## src/drc_pkg.sv

```systemverilog
// Package with register map, field positions, reset values and state encodings.
// What this block does
// - Control register clears to zero on reset and on hardware standby entry.
// - Control register keeps its contents when software standby is entered.
// - Control register selects refresh mode, counter clock and timer; all bits R/W.
// - Refresh cycles start only while refresh enable (bit 7) is one.
// - With refresh disabled the refresh timer runs as an interval timer.
// - Wait insert zero: no wait state, RAS falls in the first refresh state.
// - Wait insert one: one wait state, RAS falls in first CAS refresh state.
// - Refresh enabled and bit 5 set: self-refresh driven during software standby.
// - Timing select chooses acknowledge timing and burst use for single-address DMA.
// - Timing select one: burst decided from address only, ignoring bus master.
// - Timing select one: acknowledge low from the first column state of access.
package drc_pkg;
    localparam logic [11:0] DRC_OFF_CTRL = 12'h000;
    localparam logic [11:0] DRC_OFF_DMA = 12'h004;
    localparam logic [11:0] DRC_OFF_CMP = 12'h008;
    localparam logic [11:0] DRC_OFF_CNT = 12'h00c;
    localparam logic [11:0] DRC_OFF_STAT = 12'h010;
    localparam logic [11:0] DRC_OFF_IEN = 12'h014;
    localparam logic [11:0] DRC_OFF_ICLR = 12'h018;
    localparam int DRC_BIT_RFSH_EN = 7;
    localparam int DRC_BIT_WAIT = 6;
    localparam int DRC_BIT_SELF = 5;
    localparam int DRC_BIT_CMF = 4;
    localparam int DRC_BIT_COMPARE_MATCH_IRQ_ENABLE = 3;
    localparam int DRC_BIT_DDS = 0;
    localparam int DRC_EV_CMF = 0;
    localparam int DRC_EV_RFSH = 1;
    localparam logic [7:0] DRC_CTRL_RESET = 8'h00;
    localparam logic [7:0] DRC_CMP_RESET = 8'hff;
    localparam logic [1:0] DRC_EV_RESET = 2'h0;
    typedef enum logic [2:0] {
        DRC_IDLE = 3'b000,
        DRC_RFSH_FIRST = 3'b001,
        DRC_RFSH_WAIT = 3'b010,
        DRC_RFSH_CAS1 = 3'b011,
        DRC_RFSH_CAS2 = 3'b100
    } drc_rstate_e;
    typedef enum logic [1:0] {
        DRC_ACC_IDLE = 2'b00,
        DRC_ACC_ROW = 2'b01,
        DRC_ACC_COL1 = 2'b10,
        DRC_ACC_COL2 = 2'b11
    } drc_astate_e;
endpackage

```

## src/drc_top.sv

```systemverilog
// DRAM refresh control with APB register access, refresh sequencer and DMA acknowledge.
//
// The APB register port and the register offsets were chosen for this implementation.
`timescale 1ns/100ps
`default_nettype none
module drc_top
    import drc_pkg::*;
(
    input wire logic pclk, // System clock, 40 MHz.
    input wire logic presetn, // Asynchronous reset, active low.
    input wire logic psel, // APB select.
    input wire logic penable, // APB enable.
    input wire logic pwrite, // APB direction, high for write.
    input wire logic [11:0] paddr, // APB byte address.
    input wire logic [31:0] pwdata, // APB write data.
    output logic [31:0] prdata, // APB read data.
    output logic pready, // APB ready.
    output logic pslverr, // APB error for unmapped address.
    input wire logic hw_standby_n, // Hardware standby pin, low enters standby.
    input wire logic sw_standby, // Software standby request, same clock.
    input wire logic dram_req, // DRAM access request from bus, same clock.
    input wire logic dram_addr_hit, // Access address lies in DRAM space.
    input wire logic dma_master, // Current master is the DMA controller.
    input wire logic dma_single, // DMA transfer is in single address mode.
    input wire logic burst_mode, // Burst mode selected for the DRAM interface.
    output logic ras_n, // Row strobe, active low.
    output logic cas_n, // Column strobe, active low.
    output logic refresh_busy, // Refresh cycle in progress.
    output logic self_refresh, // Self-refresh drive to DRAM.
    output logic burst_access, // Burst access chosen for this access.
    output logic dma_ack_n, // DMA acknowledge, active low.
    output logic irq // Level interrupt.
);
    logic [7:0] ctrl_reg;
    logic [7:0] ctrl_next;
    logic dds_reg;
    logic [7:0] cmp_reg;
    logic [7:0] cnt_reg;
    logic [7:0] cnt_next;
    logic [1:0] stat_reg;
    logic [1:0] stat_next;
    logic [1:0] ien_reg;
    logic [31:0] prdata_reg;
    logic pready_reg;
    logic pslverr_reg;
    logic ras_n_reg;
    logic cas_n_reg;
    logic busy_reg;
    logic self_reg;
    logic burst_reg;
    logic ack_n_reg;
    logic irq_reg;
    logic rfsh_pend_reg;
    logic wait_reg;
    drc_rstate_e rstate_reg;
    drc_rstate_e rstate_next;
    drc_astate_e astate_reg;
    drc_astate_e astate_next;
    logic hw_stby;
    logic hw_pin;
    logic tick;
    logic match;
    logic apb_setup;
    logic wr_ctrl;
    logic wr_dma;
    logic wr_cmp;
    logic wr_cnt;
    logic wr_ien;
    logic wr_iclr;
    logic addr_ok;
    logic rfsh_en;
    logic rfsh_start;
    logic ras_fall;
    logic cas_low;
    logic burst_sel;
    logic ack_low;
    logic [31:0] rd_mux;
    logic [1:0] ev;

    function automatic logic hit(input logic [11:0] a, input logic [11:0] off);
        hit = (a == off);
    endfunction

    drc_sync u_hw_sync (
        .pclk(pclk),
        .presetn(presetn),
        .async_in(hw_standby_n),
        .level(hw_pin)
    );
    assign hw_stby = !hw_pin;

    drc_prescale u_prescale (
        .pclk(pclk),
        .presetn(presetn),
        .clk_sel(ctrl_reg[2:0]),
        .tick(tick)
    );

    // Ready is registered from the setup cycle so every access takes two cycles; writes land in the enable cycle.
    assign apb_setup = psel && !penable;
    assign addr_ok = hit(paddr, DRC_OFF_CTRL) || hit(paddr, DRC_OFF_DMA) ||
        hit(paddr, DRC_OFF_CMP) || hit(paddr, DRC_OFF_CNT) || hit(paddr, DRC_OFF_STAT) ||
        hit(paddr, DRC_OFF_IEN) || hit(paddr, DRC_OFF_ICLR);
    assign wr_ctrl = psel && penable && pwrite && hit(paddr, DRC_OFF_CTRL);
    assign wr_dma = psel && penable && pwrite && hit(paddr, DRC_OFF_DMA);
    assign wr_cmp = psel && penable && pwrite && hit(paddr, DRC_OFF_CMP);
    assign wr_cnt = psel && penable && pwrite && hit(paddr, DRC_OFF_CNT);
    assign wr_ien = psel && penable && pwrite && hit(paddr, DRC_OFF_IEN);
    assign wr_iclr = psel && penable && pwrite && hit(paddr, DRC_OFF_ICLR);

    assign rd_mux = hit(paddr, DRC_OFF_CTRL) ? {24'h000000, ctrl_reg} :
        hit(paddr, DRC_OFF_DMA) ? {31'h00000000, dds_reg} :
        hit(paddr, DRC_OFF_CMP) ? {24'h000000, cmp_reg} :
        hit(paddr, DRC_OFF_CNT) ? {24'h000000, cnt_reg} :
        hit(paddr, DRC_OFF_STAT) ? {30'h00000000, stat_reg} :
        hit(paddr, DRC_OFF_IEN) ? {30'h00000000, ien_reg} : 32'h00000000;

    // Counter runs in both modes; as interval timer when refresh is off.
    assign match = tick && (cnt_reg == cmp_reg);
    assign cnt_next = wr_cnt ? pwdata[7:0] : match ? 8'h00 : tick ? cnt_reg + 8'h01 : cnt_reg;
    assign rfsh_en = ctrl_reg[DRC_BIT_RFSH_EN];

    // Hardware sets the match flag ahead of a software write of the same bit.
    always_comb begin
        ctrl_next = ctrl_reg;
        if (wr_ctrl) begin
            ctrl_next = pwdata[7:0];
        end
        if (match) begin
            ctrl_next[DRC_BIT_CMF] = 1'b1;
        end
    end

    assign ev = {busy_reg && (rstate_reg == DRC_RFSH_CAS2), match};
    assign stat_next = (stat_reg & ~(wr_iclr ? pwdata[1:0] : 2'h0)) | ev;

    always_ff @(posedge pclk or negedge presetn) begin
        if (!presetn) begin
            ctrl_reg <= DRC_CTRL_RESET;
        end else if (hw_stby) begin
            ctrl_reg <= DRC_CTRL_RESET;
        end else begin
            ctrl_reg <= ctrl_next;
        end
    end

    always_ff @(posedge pclk or negedge presetn) begin
        if (!presetn) begin
            dds_reg <= 1'b0;
            cmp_reg <= DRC_CMP_RESET;
            cnt_reg <= 8'h00;
            stat_reg <= DRC_EV_RESET;
            ien_reg <= DRC_EV_RESET;
        end else begin
            dds_reg <= wr_dma ? pwdata[DRC_BIT_DDS] : dds_reg;
            cmp_reg <= wr_cmp ? pwdata[7:0] : cmp_reg;
            cnt_reg <= cnt_next;
            stat_reg <= stat_next;
            ien_reg <= wr_ien ? pwdata[1:0] : ien_reg;
        end
    end

    always_ff @(posedge pclk or negedge presetn) begin
        if (!presetn) begin
            prdata_reg <= 32'h00000000;
            pready_reg <= 1'b0;
            pslverr_reg <= 1'b0;
        end else begin
            prdata_reg <= (apb_setup && !pwrite) ? rd_mux : prdata_reg;
            pready_reg <= apb_setup;
            pslverr_reg <= apb_setup && !addr_ok;
        end
    end

    // Refresh request stays pending until the sequencer takes it or refresh is disabled.
    assign rfsh_start = rfsh_pend_reg && rfsh_en && (rstate_reg == DRC_IDLE) &&
        (astate_reg == DRC_ACC_IDLE) && !sw_standby;
    always_ff @(posedge pclk or negedge presetn) begin
        if (!presetn) begin
            rfsh_pend_reg <= 1'b0;
            wait_reg <= 1'b0;
        end else begin
            rfsh_pend_reg <= rfsh_en && (match || (rfsh_pend_reg && !rfsh_start));
            // The wait choice is held for the whole sequence so a write cannot tear it.
            wait_reg <= rfsh_start ? ctrl_reg[DRC_BIT_WAIT] : wait_reg;
        end
    end

    always_comb begin
        rstate_next = rstate_reg;
        unique case (rstate_reg)
            DRC_IDLE: begin
                if (rfsh_start) begin
                    rstate_next = DRC_RFSH_FIRST;
                end
            end
            DRC_RFSH_FIRST: begin
                rstate_next = wait_reg ? DRC_RFSH_WAIT : DRC_RFSH_CAS1;
            end
            DRC_RFSH_WAIT: begin
                rstate_next = DRC_RFSH_CAS1;
            end
            DRC_RFSH_CAS1: begin
                rstate_next = DRC_RFSH_CAS2;
            end
            DRC_RFSH_CAS2: begin
                rstate_next = DRC_IDLE;
            end
            default: begin
                rstate_next = DRC_IDLE;
            end
        endcase
    end

    // CAS falls with RAS or ahead of it; RAS falls either in the first state or the first CAS state.
    assign cas_low = (rstate_reg != DRC_IDLE);
    assign ras_fall = wait_reg ?
        (rstate_reg == DRC_RFSH_CAS1 || rstate_reg == DRC_RFSH_CAS2) :
        (rstate_reg != DRC_IDLE);

    always_comb begin
        astate_next = astate_reg;
        unique case (astate_reg)
            DRC_ACC_IDLE: begin
                if (dram_req && dram_addr_hit && rstate_reg == DRC_IDLE && !rfsh_pend_reg) begin
                    astate_next = DRC_ACC_ROW;
                end
            end
            DRC_ACC_ROW: begin
                astate_next = DRC_ACC_COL1;
            end
            DRC_ACC_COL1: begin
                astate_next = DRC_ACC_COL2;
            end
            DRC_ACC_COL2: begin
                astate_next = (burst_sel && dram_req && dram_addr_hit) ? DRC_ACC_COL1 : DRC_ACC_IDLE;
            end
        endcase
    end

    // Timing select one ignores master; zero withholds burst from single-address DMA.
    assign burst_sel = burst_mode && dram_addr_hit &&
        (dds_reg || !(dma_master && dma_single));
    assign ack_low = dma_master && dma_single && (dds_reg ?
        (astate_reg == DRC_ACC_COL1 || astate_reg == DRC_ACC_COL2) :
        (astate_reg != DRC_ACC_IDLE));

    always_ff @(posedge pclk or negedge presetn) begin
        if (!presetn) begin
            rstate_reg <= DRC_IDLE;
            astate_reg <= DRC_ACC_IDLE;
        end else begin
            rstate_reg <= rstate_next;
            astate_reg <= astate_next;
        end
    end

    always_ff @(posedge pclk or negedge presetn) begin
        if (!presetn) begin
            ras_n_reg <= 1'b1;
            cas_n_reg <= 1'b1;
            busy_reg <= 1'b0;
            self_reg <= 1'b0;
            burst_reg <= 1'b0;
            ack_n_reg <= 1'b1;
            irq_reg <= 1'b0;
        end else begin
            ras_n_reg <= !(ras_fall || self_reg || astate_reg != DRC_ACC_IDLE);
            cas_n_reg <= !(cas_low || self_reg || astate_reg == DRC_ACC_COL1 ||
                astate_reg == DRC_ACC_COL2);
            busy_reg <= (rstate_next != DRC_IDLE);
            self_reg <= sw_standby && rfsh_en && ctrl_reg[DRC_BIT_SELF];
            burst_reg <= burst_sel && (astate_reg != DRC_ACC_IDLE);
            ack_n_reg <= !ack_low;
            irq_reg <= ((stat_next & ien_reg) != 2'h0) ||
                (ctrl_next[DRC_BIT_CMF] && ctrl_next[DRC_BIT_COMPARE_MATCH_IRQ_ENABLE]);
        end
    end

    assign prdata = prdata_reg;
    assign pready = pready_reg;
    assign pslverr = pslverr_reg;
    assign ras_n = ras_n_reg;
    assign cas_n = cas_n_reg;
    assign refresh_busy = busy_reg;
    assign self_refresh = self_reg;
    assign burst_access = burst_reg;
    assign dma_ack_n = ack_n_reg;
    assign irq = irq_reg;
endmodule
`default_nettype wire

```

## src/drc_prescale.sv

```systemverilog
// Prescaler that produces the refresh counter clock tick selected by three bits.
`timescale 1ns/100ps
`default_nettype none
module drc_prescale (
    input wire logic pclk, // System clock.
    input wire logic presetn, // Asynchronous reset, active low.
    input wire logic [2:0] clk_sel, // Divide select, 2 to the power (2*sel+1).
    output logic tick // One-cycle tick at selected rate.
);
    logic [15:0] div_reg;
    logic [15:0] div_next;
    logic [15:0] bit_mask;
    assign div_next = div_reg + 16'h0001;
    assign bit_mask = 16'h0001 << (2 * clk_sel);
    // A tick fires when the selected bit of the free counter falls.
    assign tick = ((div_reg & bit_mask) != 16'h0000) && ((div_next & bit_mask) == 16'h0000);
    always_ff @(posedge pclk or negedge presetn) begin
        if (!presetn) begin
            div_reg <= 16'h0000;
        end else begin
            div_reg <= div_next;
        end
    end
endmodule
`default_nettype wire

```

## src/drc_sync.sv

```systemverilog
// Three-stage synchroniser with agreement filter for an asynchronous level.
`timescale 1ns/100ps
`default_nettype none
module drc_sync (
    input wire logic pclk, // System clock.
    input wire logic presetn, // Asynchronous reset, active low.
    input wire logic async_in, // Level from outside the clock domain.
    output logic level // Filtered level.
);
    logic [2:0] sh_reg;
    logic level_reg;
    always_ff @(posedge pclk or negedge presetn) begin
        // Reset to the idle high level so that no false standby is seen after reset.
        if (!presetn) begin
            sh_reg <= 3'h7;
            level_reg <= 1'b1;
        end else begin
            sh_reg <= {sh_reg[1:0], async_in};
            if (sh_reg[1] == sh_reg[2]) begin
                level_reg <= sh_reg[2];
            end
        end
    end
    assign level = level_reg;
endmodule
`default_nettype wire

```

## config.mk

```make
export PLATFORM = sky130hd
export DESIGN_NAME = drc_top
export DESIGN_NICKNAME = d
export VERILOG_FILES = /design/src/drc_pkg.sv /design/src/drc_top.sv /design/src/drc_prescale.sv /design/src/drc_sync.sv
export SDC_FILE = /design/constraint.sdc
export NUM_CORES = 1
export LEC_CHECK = 0
export BUFFER_PORTS_ARGS = -buffer_cell sky130_fd_sc_hd__buf_2
export CORE_AREA = 2 2 92 94
export CTS_CLUSTER_DIAMETER = 50
export CTS_CLUSTER_SIZE = 24
export DETAILED_ROUTE_END_ITERATION = 12
export DIE_AREA = 0 0 94 96
export GPL_TIMING_DRIVEN = 0
export PLACE_DENSITY = 0.74
export SLEW_MARGIN = 5
export SYNTH_ARGS = -nofsm -noshare
export SYNTH_HDL_FRONTEND = slang
export SYNTH_SLANG_ARGS = --single-unit
```

## constraint.sdc

```tcl
create_clock -name pclk -period 6.5 [get_ports pclk]
set_input_delay 0.975 -clock pclk [delete_from_list [all_inputs] [get_ports pclk]]
set_output_delay 0.975 -clock pclk [all_outputs]
set_load 0.005 [all_outputs]
```

==> results.py <==
metrics = {
    "finish": {
        "fin_cells": 571,
        "drive_gt1_share_pct": 29.2,
        "fill_cells": 714,
        "largest_register_ffs": 15,
        "num_antenna_cells": 0,
        "syn_to_final_growth_pct": 18.7,
        "nNetsFinal": 519,
        "multi_input_area_um2": 1910,
        "seqCellArea_um2": 1820,
    },
    "drt": {
        "wire_per_inst_um": 15.1,
        "drcViolationCount": 0,
        "antenna_left": 0,
        "first_pass_iters": 5,
        "wirelength_mm": 8.65,
        "via_per_inst": 5.49,
        "num_vias": 3137,
        "drt-initial-drc-count": 206,
    },
    "sta": {
        "fin_worst_skew_ps": 14.1,
        "tns_ps": 0,
        "post-route-min-period_ps": 2850,
        "setup_violations": 0,
        "worst_pin_slew_ps": 943,
        "slew_violations": 0,
        "fmax_mhz": 351,
        "fin_crit_sh_pct": 43.9,
        "rsz0062_at_grt": "no",
        "hold_viol_final": 0,
        "max_slew_margin_pct": 36.5,
    },
    "placement": {
        "hpwl_mm": 6.31,
        "place_inst": 555,
        "place_congestion": 0.883,
        "portBuffers": 47,
    },
    "worst_setup_path": {
        "slowest_delay_ps": 660,
        "critPathLaunchType": "input pin",
        "worst_setup_path_end_kind": "flip-flop",
        "path_class": "input pin to flip-flop",
        "cp-startpoint": "paddr[9]",
        "slowest_stage": "nor4_4",
        "cp.required_ps": 6730,
        "crit_fanout": 8,
        "crit_arrival_ps": 3080,
        "cp_cell_sequence": "buf_2 > nor4_2 > nand4_1 > nor4_4 > mux2_2 > a32oi_1 > o21ai_1",
        "reg2reg_from": "u_prescale.div_reg[0]$_DFF_PN0_",
    },
    "clocking": {
        "postCtsHoldBufs": 0,
        "cts_buffers": 9,
        "cts_setup_buffers": 0,
        "worst_skew_pair.late_latency_ps": 350,
        "clk_pin_slew_ps": 80,
        "cts_resized": 0,
        "cts_tree": "yes",
        "root_buffer": "clkbuf_8",
        "clock_sinks": 72,
        "max-clock-path-buffers": 2,
        "cts_max_level": 3,
    },
    "floorplan": {
        "core-area_um2": 8050,
        "rows": 33,
        "die_w_um": 94,
        "dieArea_um2": 9020,
        "start_util_pct": 48.6,
        "die_h_um": 96,
        "ios": 97,
    },
    "synthesis": {
        "ys_ff_latch": 72,
        "synth_async_sr_flop_share_pct": 100,
        "syn-instance-count": 379,
        "synth_enable_flop_cells": 0,
        "ys.flop_type": "dfrtp_1",
        "synth.avg_cell_area_um2": 10.3,
        "synth-warning-count": 0,
        "syn_area_um2": 3920,
        "seq_area_frac_synth_pct": 46.5,
        "synth.distinct_cells": 61,
    },
    "grt": {
        "antenna_found_initial": 0,
        "globalRouteTotalUtil_pct": 20.1,
        "grt-ovfl-total": 0,
        "grt_pass1_vias": 2829,
        "grt_max_degree": 54,
        "grt_pass1_wl_mm": 14.0,
    },
    "pwr": {
        "power.leakage_nw": 2.15,
        "ir_worst_vdd_mv": 0.142,
        "power_density_nw_per_um2": 226,
    },
    "run": {
        "drv_cap": 0,
    },
    "min_path": {
        "hold_path.class": "flip-flop to flip-flop",
        "worstHoldStart": "u_hw_sync.sh_reg[0]$_DFF_PN1_",
    },
    "run_status": {
        "status": "complete, no violations",
    },
}
## synth_stat cells, types with 2 or more instances
master    count  area [um2]
nor3_1        7        35.0
nor4_2        2        25.0
o31ai_2       2        25.0
and3_1        6        37.5
nand4_1       7        43.8
dfrtp_1      57        1430
mux2_1        2        22.5
a21boi_1      2        15.0
dfstp_2      15         394
xor2_1        4        35.0
a32oi_1       2        17.5
a31oi_1       7        43.8
mux2_2       14         158
ha_1          2        25.0
clkbuf_1      8        30.0
mux2i_1      15         150
o211a_1       2        20.0
nor2_1       34         128
a211oi_2      2        25.0
or3_1         4        25.0
mux4_2        2        45.0
o21ai_0       6        30.0
xnor2_1      15         131
nand2b_1      3        18.8
nor2b_1      13        81.3
inv_1         8        30.0
buf_4        24         180
buf_2         3        15.0
nand3_1      15        75.1
o21ai_1       9        45.0
o31ai_1       7        52.6
nor4_1        3        18.8
nand2_1      24        90.1
nor3b_1       8        60.1
a21oi_1      18        90.1
o22a_1        2        17.5
## power by group
group	switching [mW]	internal, mW	leakage, nW
Sequential	0.0145	0.473	0.919
Combinational	0.0606	0.0523	1.10
Clock	0.188	0.260	0.122
Total	0.263	0.786	2.15
## layer usage
metal  share of wire, %  GRT usage (%)
met1                 44           27.3
met2                 48           32.2
met3                6.7           3.99
met4                1.6           7.49
met5                  0              0
## worst max-delay path: cells and delay by family
family	cells	cell delay (ps)
AOI/OAI and AO/OA	2	290
and+or+nand+nor	3	1260
buffers and inverters	1	100
muxes	1	440
## logic make-up (layout without fill, tap and decap cells)
family | after synthesis | in the layout | share of synthesized area [%]
flops | 72 | 72 | 46.5
xor+xnor | 19 | 19 | 4.25
simple gates | 136 | 136 | 19.1
other cells | 1 | 24 | 0.0958
compound gates | 70 | 70 | 12.6
buf+inv | 45 | 109 | 6.90
fa+ha+maj | 3 | 3 | 0.895
mux | 33 | 33 | 9.59
## worst paths after layout
| path | end | slack [ps] | cells past startpoint |
|---|---|---|---|
| setup reg to reg | cnt_reg[0]$_DFFE_PN0P_ | 3930 | 7 |
| min in group asynchronous | u_prescale.div_reg[9]$_DFF_PN0_ | 500 | 1 |
| hold reg to reg | u_hw_sync.sh_reg[1]$_DFF_PN1_ | 360 | 0 |
| max in group asynchronous | cmp_reg[5]$_DFFE_PN1P_ | 5390 | 2 |
| setup / recovery | irq$_DFF_PN0_ | 3650 | 7 |
| hold / removal | u_hw_sync.sh_reg[1]$_DFF_PN1_ | 360 | 0 |
## cells in the final DEF (no fill, tap or decap), types with 7 or more instances in the layout
cell / netlist / layout
dfrtp_1: 57 / 57
buf_2: 3 / 49
nor2_1: 34 / 34
buf_4: 24 / 25
nand2_1: 24 / 24
conb_1: 1 / 24
a21oi_1: 18 / 18
xnor2_1: 15 / 15
nand3_1: 15 / 15
mux2i_1: 15 / 15
dfstp_2: 15 / 15
mux2_2: 14 / 14
nor2b_1: 13 / 13
o21ai_1: 9 / 9
clkbuf_8: 0 / 9
inv_1: 8 / 8
clkbuf_1: 8 / 8
nor3b_1: 8 / 8
nor3_1: 7 / 7
nand4_1: 7 / 7
a31oi_1: 7 / 7
o31ai_1: 7 / 7
## through the flow
| step | area (um2) | utilization [%] | total power, mW | setup WS [ps] | hold slack [ps] |
|---|---|---|---|---|---|
| global placement | 4370 | 54.3 | 0.603 | 3330 | 346 |
| floorplan | 4000 | - | 0.562 | 3800 | 345 |
| global route | 4650 | 57.7 | 1.10 | 3470 | 369 |
| detailed placement | 4400 | 54.6 | 0.608 | 3300 | 348 |
| finish | 4650 | 57.7 | 1.05 | 3650 | 358 |
| CTS | 4650 | 57.7 | 1.06 | 3670 | 360 |
## cell type report
class	instances	area share, %
flip-flops and latches	72	39.2
clock inverters	7	2.72
well taps	105	2.83
inverters	8	0.646
repair buffers	48	5.71
multi-input cells	285	41.1
clock buffers	9	2.66
plain buffers	37	5.17
Note: power is estimated with default switching activity, not from simulation.
